### src/design/fol_pkg.sv
// Package of constants and carrier types for the fault onset and limit timer.
package fol_pkg;

  // ---------------------------------------------------------------------
  // Clock and timing
  // ---------------------------------------------------------------------
  localparam int CLK_HZ        = 40_000_000;
  localparam int TICK_MS       = 1;
  localparam int MS_CYCLES     = CLK_HZ / 1000 * TICK_MS;

  // ---------------------------------------------------------------------
  // Setting ranges (milliseconds and tenths of a degree)
  // ---------------------------------------------------------------------
  localparam logic [15:0] LIMIT_MIN_MS   = 16'h0001;
  localparam logic [15:0] LIMIT_MAX_MS   = 16'hfde8;
  localparam logic [15:0] LEAD_MIN_MS    = 16'h000a;
  localparam logic [15:0] LEAD_MAX_MS    = 16'h1770;
  localparam logic [11:0] ANGLE_MAX      = 12'he0f;
  localparam logic [11:0] PHASE_LAST     = 12'he0f;

  // ---------------------------------------------------------------------
  // Register map (byte addresses) and reset values
  // ---------------------------------------------------------------------
  localparam logic [7:0]  ADDR_CTRL      = 8'h00;
  localparam logic [7:0]  ADDR_LIMIT     = 8'h04;
  localparam logic [7:0]  ADDR_LEAD      = 8'h08;
  localparam logic [7:0]  ADDR_ANGLE     = 8'h0c;
  localparam logic [7:0]  ADDR_STEP      = 8'h10;
  localparam logic [7:0]  ADDR_STATUS    = 8'h14;
  localparam logic [15:0] RST_LIMIT      = 16'h03e8;
  localparam logic [15:0] RST_LEAD       = 16'h000a;
  localparam logic [11:0] RST_ANGLE      = 12'h000;
  localparam logic [23:0] RST_STEP       = 24'h0126e9;

  // Field positions in the control register.
  localparam int CTRL_QC_BIT    = 0;
  localparam int CTRL_LIMIT_BIT = 1;
  localparam int CTRL_LEAD_BIT  = 2;
  localparam int CTRL_ANGLE_BIT = 3;

  // Field positions in the status register.
  localparam int STAT_STATE_LSB = 0;
  localparam int STAT_FIRED_BIT = 4;
  localparam int STAT_PHASE_LSB = 16;

  // ---------------------------------------------------------------------
  // Types
  // ---------------------------------------------------------------------
  typedef struct packed {
    logic angle_en;
    logic lead_en;
    logic limit_en;
    logic qc_mode;
  } fol_ctrl_t;

  typedef enum logic [3:0] {
    ST_IDLE  = 4'b0001,
    ST_LEAD  = 4'b0010,
    ST_ALIGN = 4'b0100,
    ST_FAULT = 4'b1000
  } fol_state_t;

endpackage

### src/design/fol_timer.sv
// Fault onset delay, phase alignment and fault time limiter with APB registers.
//
// The APB slave port and the placing of the registers were chosen for this implementation.
`timescale 1ns/1ps
`default_nettype none

// Notes on behaviour
// - With the limiter enabled the output leaves fault for normal once the limit time has run.
// - The limit accepts 1 to 65000 ms in millisecond steps and has its own enable bit.
// - The limiter works and its lamp lights only when quick-change mode is selected.
// - With the lead delay enabled the switch to fault waits the set delay after a start.
// - The lead delay accepts 10 to 6000 ms, has an enable, and its lamp lights while enabled in quick-change mode.
// - The onset angle 0.0 to 359.9 degrees is a lag against the internal reference phase.
// - Lead delay and angle alignment work, and their lamps light, only in quick-change mode.
// - A direct command pulses at the start and a delayed command pulses at the real switch.
// - With only the delay on the switch is at its expiry, with neither it is immediate.
// - With only the angle on the switch is at the first reference match after the start.
// - With both on the delay runs out first and the switch waits for the next angle match.
// - The angle wait adds between zero and one full reference period after the delay.
// - A start comes from the panel fault key or from the external start input.
// - Limit expiry acts as a recovery command alongside the external recovery input.
module fol_timer #(
  parameter int MS_CYCLES = fol_pkg::MS_CYCLES
) (
  input  wire logic        CLK_SYS,
  input  wire logic        RST,
  input  wire logic        PSEL,
  input  wire logic        PENABLE,
  input  wire logic        PWRITE,
  input  wire logic [7:0]  PADDR,
  input  wire logic [31:0] PWDATA,
  output logic      [31:0] PRDATA,
  output logic             PREADY,
  output logic             PSLVERR,
  input  wire logic        FAULT_KEY,
  input  wire logic        START_IN,
  input  wire logic        RECOVER_IN,
  output logic             FAULT_STATE,
  output logic             QC_DIRECT,
  output logic             QC_DELAYED,
  output logic             LED_LIMIT,
  output logic             LED_LEAD,
  output logic             LED_ANGLE
);

  // ---------------------------------------------------------------------
  // Clamp helper
  // ---------------------------------------------------------------------
  // Out-of-range settings are pulled to the nearest legal value so the
  // timers never see a zero or oversized count.
  function automatic logic [15:0] clamp16(input logic [15:0] v,
                                          input logic [15:0] lo,
                                          input logic [15:0] hi);
    logic [15:0] r;
    r = v;
    if (v < lo) begin
      r = lo;
    end else if (v > hi) begin
      r = hi;
    end
    return r;
  endfunction

  // ---------------------------------------------------------------------
  // Register storage
  // ---------------------------------------------------------------------
  fol_pkg::fol_ctrl_t  ctrl_reg;
  logic [15:0]         limit_reg;
  logic [15:0]         lead_reg;
  logic [11:0]         angle_reg;
  logic [23:0]         step_reg;
  logic                fired_reg;
  logic [31:0]         prdata_reg;

  // ---------------------------------------------------------------------
  // APB decode
  // ---------------------------------------------------------------------
  logic                wr_acc;
  logic                rd_setup;
  logic                hit_ctrl;
  logic                hit_limit;
  logic                hit_lead;
  logic                hit_angle;
  logic                hit_step;
  logic                hit_status;
  logic                mapped;
  logic [31:0]         status_word;
  logic [31:0]         rd_mux;

  // Zero-wait slave; unmapped addresses answer with an error and read zero.
  assign hit_ctrl    = (PADDR == fol_pkg::ADDR_CTRL);
  assign hit_limit   = (PADDR == fol_pkg::ADDR_LIMIT);
  assign hit_lead    = (PADDR == fol_pkg::ADDR_LEAD);
  assign hit_angle   = (PADDR == fol_pkg::ADDR_ANGLE);
  assign hit_step    = (PADDR == fol_pkg::ADDR_STEP);
  assign hit_status  = (PADDR == fol_pkg::ADDR_STATUS);
  assign mapped      = hit_ctrl | hit_limit | hit_lead | hit_angle | hit_step | hit_status;
  assign wr_acc      = PSEL & PENABLE & PWRITE;
  assign rd_setup    = PSEL & ~PENABLE & ~PWRITE;
  assign PREADY      = 1'b1;
  assign PSLVERR     = PSEL & PENABLE & ~mapped;

  // ---------------------------------------------------------------------
  // Pin synchronisers and edge detection
  // ---------------------------------------------------------------------
  logic [2:0]          sync1_reg;
  logic [2:0]          sync2_reg;
  logic [2:0]          sync3_reg;
  logic [2:0]          rise;
  logic                start_cmd;
  logic                recover_cmd;

  // Two stages per pin; the third stage only serves edge detection.
  always_ff @(posedge CLK_SYS or posedge RST) begin
    if (RST) begin
      sync1_reg <= 3'h0;
      sync2_reg <= 3'h0;
      sync3_reg <= 3'h0;
    end else begin
      sync1_reg <= {RECOVER_IN, START_IN, FAULT_KEY};
      sync2_reg <= sync1_reg;
      sync3_reg <= sync2_reg;
    end
  end

  assign rise      = sync2_reg & ~sync3_reg;
  assign start_cmd = rise[0] | rise[1];

  // ---------------------------------------------------------------------
  // Reference phase accumulator
  // ---------------------------------------------------------------------
  logic [23:0]         frac_reg;
  logic [11:0]         phase_reg;
  logic [24:0]         frac_sum;
  logic                phase_tick;
  logic [11:0]         phase_next;
  logic                angle_match;

  // Phase counts tenths of a degree; a step below one tenth per clock
  // guarantees the count moves by at most one, so no angle is skipped.
  assign frac_sum    = {1'b0, frac_reg} + {1'b0, step_reg};
  assign phase_tick  = frac_sum[24];
  assign phase_next  = (phase_reg == fol_pkg::PHASE_LAST) ? 12'h000 : phase_reg + 12'h001;
  assign angle_match = phase_tick & (phase_next == angle_reg);

  always_ff @(posedge CLK_SYS or posedge RST) begin
    if (RST) begin
      frac_reg  <= 24'h000000;
      phase_reg <= 12'h000;
    end else begin
      frac_reg  <= frac_sum[23:0];
      if (phase_tick) begin
        phase_reg <= phase_next;
      end
    end
  end

  // ---------------------------------------------------------------------
  // Millisecond timebase and sequence state
  // ---------------------------------------------------------------------
  fol_pkg::fol_state_t state_reg;
  fol_pkg::fol_state_t state_next;
  logic [15:0]         presc_reg;
  logic [15:0]         ms_reg;
  logic                ms_tick;
  logic [15:0]         ms_inc;
  logic                lead_on;
  logic                angle_on;
  logic                limit_on;
  logic                lead_done;
  logic                limit_done;
  logic                restart;
  logic                go_fault;
  logic                direct_next;

  assign ms_tick     = (presc_reg == 16'(MS_CYCLES - 1));
  assign ms_inc      = ms_reg + 16'h0001;
  assign lead_on     = ctrl_reg.qc_mode & ctrl_reg.lead_en;
  assign angle_on    = ctrl_reg.qc_mode & ctrl_reg.angle_en;
  assign limit_on    = ctrl_reg.qc_mode & ctrl_reg.limit_en;
  assign lead_done   = ms_tick & (ms_inc >= lead_reg);
  assign limit_done  = (state_reg == fol_pkg::ST_FAULT) & limit_on
                     & ms_tick & (ms_inc >= limit_reg);
  assign recover_cmd = rise[2] | limit_done;

  // Next state; recovery outranks a start landing in the same cycle.
  always_comb begin
    state_next  = state_reg;
    direct_next = 1'b0;
    if (recover_cmd) begin
      state_next = fol_pkg::ST_IDLE;
    end else begin
      case (state_reg)
        fol_pkg::ST_IDLE: begin
          if (start_cmd) begin
            direct_next = 1'b1;
            if (lead_on) begin
              state_next = fol_pkg::ST_LEAD;
            end else if (angle_on) begin
              state_next = fol_pkg::ST_ALIGN;
            end else begin
              state_next = fol_pkg::ST_FAULT;
            end
          end
        end
        fol_pkg::ST_LEAD: begin
          // Starts here are ignored.
          if (lead_done) begin
            state_next = angle_on ? fol_pkg::ST_ALIGN : fol_pkg::ST_FAULT;
          end
        end
        fol_pkg::ST_ALIGN: begin
          // Wait is at most one reference period.
          if (angle_match) begin
            state_next = fol_pkg::ST_FAULT;
          end
        end
        fol_pkg::ST_FAULT: begin
          state_next = fol_pkg::ST_FAULT;
        end
        default: begin
          state_next = fol_pkg::ST_IDLE;
        end
      endcase
    end
  end

  assign restart  = (state_next != state_reg);
  assign go_fault = (state_next == fol_pkg::ST_FAULT) & (state_reg != fol_pkg::ST_FAULT);

  // The timebase restarts on every state change so each delay is exact.
  always_ff @(posedge CLK_SYS or posedge RST) begin
    if (RST) begin
      state_reg <= fol_pkg::ST_IDLE;
      presc_reg <= 16'h0000;
      ms_reg    <= 16'h0000;
    end else begin
      state_reg <= state_next;
      if (restart) begin
        presc_reg <= 16'h0000;
        ms_reg    <= 16'h0000;
      end else if (ms_tick) begin
        presc_reg <= 16'h0000;
        ms_reg    <= ms_inc;
      end else begin
        presc_reg <= presc_reg + 16'h0001;
      end
    end
  end

  // ---------------------------------------------------------------------
  // Outputs
  // ---------------------------------------------------------------------
  always_ff @(posedge CLK_SYS or posedge RST) begin
    if (RST) begin
      FAULT_STATE <= 1'b0;
      QC_DIRECT   <= 1'b0;
      QC_DELAYED  <= 1'b0;
      LED_LIMIT   <= 1'b0;
      LED_LEAD    <= 1'b0;
      LED_ANGLE   <= 1'b0;
    end else begin
      FAULT_STATE <= (state_next == fol_pkg::ST_FAULT);
      QC_DIRECT   <= direct_next;
      QC_DELAYED  <= go_fault;
      LED_LIMIT   <= limit_on;
      LED_LEAD    <= lead_on;
      LED_ANGLE   <= angle_on;
    end
  end

  // ---------------------------------------------------------------------
  // Register writes
  // ---------------------------------------------------------------------
  // Settings are clamped on write to the documented ranges.
  always_ff @(posedge CLK_SYS or posedge RST) begin
    if (RST) begin
      ctrl_reg  <= '0;
      limit_reg <= fol_pkg::RST_LIMIT;
      lead_reg  <= fol_pkg::RST_LEAD;
      angle_reg <= fol_pkg::RST_ANGLE;
      step_reg  <= fol_pkg::RST_STEP;
    end else if (wr_acc) begin
      if (hit_ctrl) begin
        ctrl_reg <= PWDATA[3:0];
      end
      if (hit_limit) begin
        limit_reg <= clamp16(PWDATA[15:0], fol_pkg::LIMIT_MIN_MS, fol_pkg::LIMIT_MAX_MS);
      end
      if (hit_lead) begin
        lead_reg <= clamp16(PWDATA[15:0], fol_pkg::LEAD_MIN_MS, fol_pkg::LEAD_MAX_MS);
      end
      if (hit_angle) begin
        angle_reg <= (PWDATA[11:0] > fol_pkg::ANGLE_MAX) ? fol_pkg::ANGLE_MAX : PWDATA[11:0];
      end
      if (hit_step) begin
        step_reg <= PWDATA[23:0];
      end
    end
  end

  // Sticky limiter flag; a new expiry outranks the software clear.
  always_ff @(posedge CLK_SYS or posedge RST) begin
    if (RST) begin
      fired_reg <= 1'b0;
    end else if (limit_done) begin
      fired_reg <= 1'b1;
    end else if (wr_acc & hit_status & PWDATA[fol_pkg::STAT_FIRED_BIT]) begin
      fired_reg <= 1'b0;
    end
  end

  // ---------------------------------------------------------------------
  // Read path
  // ---------------------------------------------------------------------
  assign status_word = {4'h0, phase_reg, 11'h000, fired_reg, state_reg};
  assign rd_mux      = hit_ctrl   ? {28'h0000000, ctrl_reg} :
                       hit_limit  ? {16'h0000, limit_reg} :
                       hit_lead   ? {16'h0000, lead_reg} :
                       hit_angle  ? {20'h00000, angle_reg} :
                       hit_step   ? {8'h00, step_reg} :
                       hit_status ? status_word : 32'h00000000;

  // Read data is captured in the setup cycle so it is ready at the access.
  always_ff @(posedge CLK_SYS or posedge RST) begin
    if (RST) begin
      prdata_reg <= 32'h00000000;
    end else if (rd_setup) begin
      prdata_reg <= rd_mux;
    end
  end

  assign PRDATA = prdata_reg;

endmodule

`default_nettype wire

### config.mk
export PLATFORM = sky130hd
export DESIGN_NAME = fol_timer
export DESIGN_NICKNAME = d
export VERILOG_FILES = /design/src/design/fol_pkg.sv /design/src/design/fol_timer.sv
export SDC_FILE = /design/constraint.sdc
export NUM_CORES = 1
export LEC_CHECK = 0
export ABC_AREA = 1
export ABC_CLOCK_PERIOD_IN_PS = 9900
export BUFFER_PORTS_ARGS = -buffer_cell sky130_fd_sc_hd__buf_2
export CAP_MARGIN = 40
export CORE_ASPECT_RATIO = 2
export CORE_MARGIN = 2
export CORE_UTILIZATION = 55
export DETAILED_ROUTE_END_ITERATION = 12
export GPL_ROUTABILITY_DRIVEN = 0
export HOLD_SLACK_MARGIN = 0.12
export PLACE_DENSITY = 0.74
export SLEW_MARGIN = 20
export SYNTH_ARGS = -nofsm -noshare
export SYNTH_HDL_FRONTEND = slang
export SYNTH_SLANG_ARGS = --single-unit
export TNS_END_PERCENT = 5
### constraint.sdc
create_clock -name CLK_SYS -period 9.9 [get_ports CLK_SYS]
set_clock_uncertainty 0.1 [all_clocks]
set_input_delay 1.98 -clock CLK_SYS [delete_from_list [all_inputs] [get_ports CLK_SYS]]
set_output_delay 1.98 -clock CLK_SYS [all_outputs]
set_load 0.01 [all_outputs]
Word level (Yosys, flattened, before mapping)
Cells that the tools add are included.
{"block": "classes", "add_sub_neg": 4, "order_cmp": 7, "eq_ne": 15, "muxes": 28, "bitwise_logic": 28, "reduce_logical": 8}
{"operator": "$mux W28", "n": 6}
{"operator": "$mux W16", "n": 8}
{"operator": "$add A16 B1 Y16 const B", "n": 2}
{"operator": "$ge A16 B16 Y1", "n": 2}
{"operator": "$add A24 B24 Y25", "n": 1}
{"operator": "$mux W12", "n": 2}
{"operator": "$mux W4", "n": 6}
{"operator": "$and A1 B1 Y1", "n": 16}
{"operator": "$eq A16 B16 Y1 const B", "n": 1}
{"operator": "$eq A8 B4 Y1 const B", "n": 2}
{"operator": "$eq A8 B5 Y1 const B", "n": 2}
{"operator": "$gt A16 B13 Y1 const B", "n": 1}
{"operator": "$gt A16 B16 Y1 const B", "n": 1}
{"operator": "$lt A16 B1 Y1 const B", "n": 1}
{"operator": "$lt A16 B4 Y1 const B", "n": 1}
{"operator": "$pmux W4 S4", "n": 1}
{"operator": "$add A12 B1 Y12 const B", "n": 1}
{"operator": "$eq A12 B12 Y1", "n": 1}
{"operator": "$eq A12 B12 Y1 const B", "n": 1}
{"operator": "$gt A12 B12 Y1 const B", "n": 1}
{"operator": "$reduce_and A2 Y1", "n": 5}
{"operator": "$eq A4 B4 Y1 const B", "n": 2}
{"operator": "$eq A8 B3 Y1 const B", "n": 1}
{"operator": "$logic_not A8 Y1", "n": 1}
{"operator": "11 further kinds", "n": 24}
{"block": "totals", "reg_bits": 192, "out_inout_bits": 40, "word_cells": 114}

Longest topological paths before layout
{"block": "logic_depth", "ltp_word": 9, "ltp_mapped": 26, "mapped_depth_nobuf": 25}

Worst setup path after synthesis
OpenSTA, ideal clock, no wires.
{"block": "synth_path", "kind": "input to output", "from": "input PADDR[1]", "to": "output PSLVERR", "arrival_ps": 3238, "required_time_ps": 7820, "setup_slack_ps": 4582, "cell_stages": 7, "cell_sequence": "nor2_1 > nand2_1 > nor2_1 > nand2_1 > clkbuf_1 > inv_1 > a2111oi_0"}
{"block": "synth_between", "elab_chain_len": 8, "word_cells_on_any_way": 13, "cone_classes": "eq/ne: 5; bitwise: 7; reduce/logical: 1"}
{"item": "start, declared", "line_no": "fol_timer.sv:30", "text": "input wire logic [7:0] PADDR,"}
{"item": "$eq A8 B3 Y1 or $logic_not A8 Y1 (tied branches)", "line_no": "fol_timer.sv:92, fol_timer.sv:91"}
{"item": "$or A1 B1 Y1 (4 in series)", "line_no": "fol_timer.sv:97", "text": "assign mapped = hit_ctrl | hit_limit | hit_lead | hit_angle | hit_step | hit_status;"}
{"item": "$or A1 B1 Y1 *", "line_no": "fol_timer.sv:97"}
{"item": "$not A1 Y1 *", "line_no": "fol_timer.sv:101", "text": "assign PSLVERR = PSEL & PENABLE & ~mapped;"}
{"item": "$and A1 B1 Y1 *", "line_no": "fol_timer.sv:101"}
{"item": "end, declared", "line_no": "fol_timer.sv:34", "text": "output logic PSLVERR,"}
Mark *: on every way between the ends. The rest lies on a longest branch, timed or not.

Final worst setup path
Same ends and word-level chain as after synthesis.

==> run_results.csv <==
group,metric,value,unit
final_layout,fillers,1783,
routing,wl_per_cell,17.7,um
routing,vias,9240,
timing,period_minus_slack,5.47,ns
clocking,cts-resized-gates,0,
floorplan,die-area,20700,um^2
timing,fin_crit_sh,55.2,%
yosys,synth_edf_count,0,
floorplan,core,19300,um^2
floorplan,fp-row-count,72,
hold_path,whs_path_depth,0,
flow_run,cap_violations,0,
timing,clock.fmax,183,MHz
clocking,insertion_delay,0.46,ns
critical_path,crit_arrival,3.39,ns
routing,firstDrtPassIters,5,
critical_path,crit_type,"in -> out",
hold_path,hold_path.class,"reg -> reg",
routing,avgViaCountPerCell,5.63,
timing,worst_pin_slew,0.851,ns
yosys,synth-warning-count,0,
timing,tns,0,ns
power,power_density,160,nW/um^2
yosys,ys_types,49,
final_layout,area_delta_synth_final,11.9,%
routing,routed_wl,29.0,mm
critical_path,cp-end-kind,"output pin",
floorplan,io_pins,88,
yosys,post-synth-top-count-cell,"nand2_1",
critical_path,rr_endpoint,"ms_reg[13]",
critical_path,ff2ff_setup_slack,4.98,ns
timing,slew_viol_final,0,
final_layout,post_route_cells_drive_above_1_share,14.2,%
routing,drt_iter0_markers,557,
final_layout,layout.nets,1475,
power,power_leakage,0.00607,uW
global_route,grt_max_degree,78,
global_route,grt-ovfl-total,0,
yosys,netlist_area,10700,um^2
yosys,synth_area_per_cell,8.31,um^2
global_route,antenna_found_initial,3,
timing,setup_violations,0,
timing,rsz0062_at_grt,"false",
placement,portBuffers,74,
yosys,async_reset_ff_share,100,%
critical_path,cp.required,7.82,ns
clocking,cts.sinks,188,
clocking,cts.htree.levels,4,
placement,place_hpwl,22.5,mm
placement,post-place-ws,4.46,ns
yosys,synth_top_cell_by_area,"dfrtp_1",
global_route,grt_pass1_vias,9337,
yosys,synth.area.top_cells,"dfrtp_1 (40%), nand2_1 (9.1%), ha_1 (6.9%), o21ai_0 (6.8%), inv_1 (6.4%)",
global_route,gr-usage-all-layers,29.4,%
floorplan,dieWidth,103,um
yosys,synth-seq-cells,188,
yosys,synth_ff_type,"dfrtp_1",
floorplan,die_height,202,um
yosys,synth-seq-area-share,44.1,%
final_layout,largest_reg_flops,28,
timing,final_hold_viol_count,0,
status,status,"completed",
routing,drc,0,
global_route,grt_pass1_wl,46.0,mm
timing,fin_ws,4.43,ns
routing,final_antenna_net_count,0,
hold_path,worstHoldStart,"sync1_reg[2]",
clocking,cts_hold_buffers,0,
yosys,synthTopCellsByCount,"nand2_1 (260), inv_1 (182), dfrtp_1 (170), o21ai_0 (145), nor2_1 (87)",
floorplan,initial_core_util,55.7,%
clocking,cts_tree,"yes",
hold_path,hold-path-endpoint,"sync2_reg[2]",
critical_path,crit_fanout,14,
clocking,clkTransAtPathRegs,0.06,ns
yosys,yosysTopAreaCellShare,39.6,%
clocking,root_buffer,"clkbuf_16",
yosys,syn_inst,1292,
clocking,cts_buffers,17,
critical_path,rr_worst_depth,21,
critical_path,crit_path_start_kind,"input port",
critical_path,r2r-start,"ms_reg[0]",
clocking,clockBufferDepth,2,
power,worst_ir_drop_vdd,0.168,mV
timing,slew_headroom,43.0,%
clocking,post_cts_buffers,0,
[how the worst max path moves through the flow]
stage | from | end | slack, ns | depth (start not counted)
after floorplan | RST | FAULT_STATE | 2.74 | 1
after global placement | PADDR[2] | PSLVERR | 4.51 | 7
after detailed placement | PADDR[1] | PSLVERR | 4.46 | 8
after CTS | PADDR[1] | PSLVERR | 4.45 | 8
after global routing | PADDR[1] | PSLVERR | 4.21 | 8
final | PADDR[1] | PSLVERR | 4.43 | 8
[power breakdown]
part	switching [uW]	total, uW	internal (uW)
registers	31.1	863	832
logic	235	340	105
clock network	312	717	405
total	578	1920	1340
[cells in the final DEF, fill, tap and decap left out, drive strengths merged, types with 10 or more instances in the layout]
cell,instances
a221oi,14
nand3,69
xor2,31
a21oi,52
clkbuf,19
nor3,55
mux2,10
buf,84
o21ai,147
o31ai,14
dfstp,18
inv,184
xnor2,11
nand4,17
ha,59
nand2,267
dfrtp,170
nor2,89
[stage by stage]
step / power (uW) / area (um^2) / utilization (%) / cells / hold slack [ns]
finish: 1920 / 12000 / 62.3 / 1641 / 0.252
global route: 2000 / 12000 / 62.3 / 1641 / 0.267
CTS: 1930 / 12000 / 62.1 / 1637 / 0.254
detailed placement: 1220 / 11400 / 58.9 / 1605 / 0.239
global placement: 1210 / 11300 / 58.6 / 1601 / 0.233
floorplan: 1150 / 10700 / - / 1295 / 0.231
[final cells by class]
cell class	instances	area (um^2)	share of cell area, %
Multi-Input combinational cell	890	5130	42.8
Sequential cell	188	4730	39.4
Inverter	184	698	5.82
Timing Repair Buffer	86	508	4.23
Clock buffer	18	439	3.66
Tap cell	259	324	2.70
Clock inverter	14	169	1.41
Antenna cell	2	5.00	0.0417
[layer usage]
layer	up-vias	part of all wire, %	track usage [%]
met4	0	9.4	24.6
met5	-	0	0
met2	289	54	52.3
met3	128	4.2	5.24
li1	4445	-	-
met1	4378	33	27.7
[logic make-up (layout without fill, tap and decap cells)]
kind of cell	count (synthesis)	after routing	synth area share (%)
buffers and inverters	217	302	8.21
multiplexers	14	14	1.42
XOR/XNOR	42	42	3.43
flip-flops	188	188	44.1
AO/OA/AOI/OAI	257	257	13.5
AND/OR/NAND/NOR	512	512	22.2
adder cells (fa/ha/maj)	60	60	7.07
other	2	7	0.0700
[worst max-delay path: stages]
cell and delay, ns:
buf_2 0.10, nor2_1 0.28, nand2_1 0.13, nor2_1 0.14
nand2_1 0.31, inv_1 0.20, a2111oi_0 0.08, buf_2 0.17
Power figures use the tool's default switching activity.
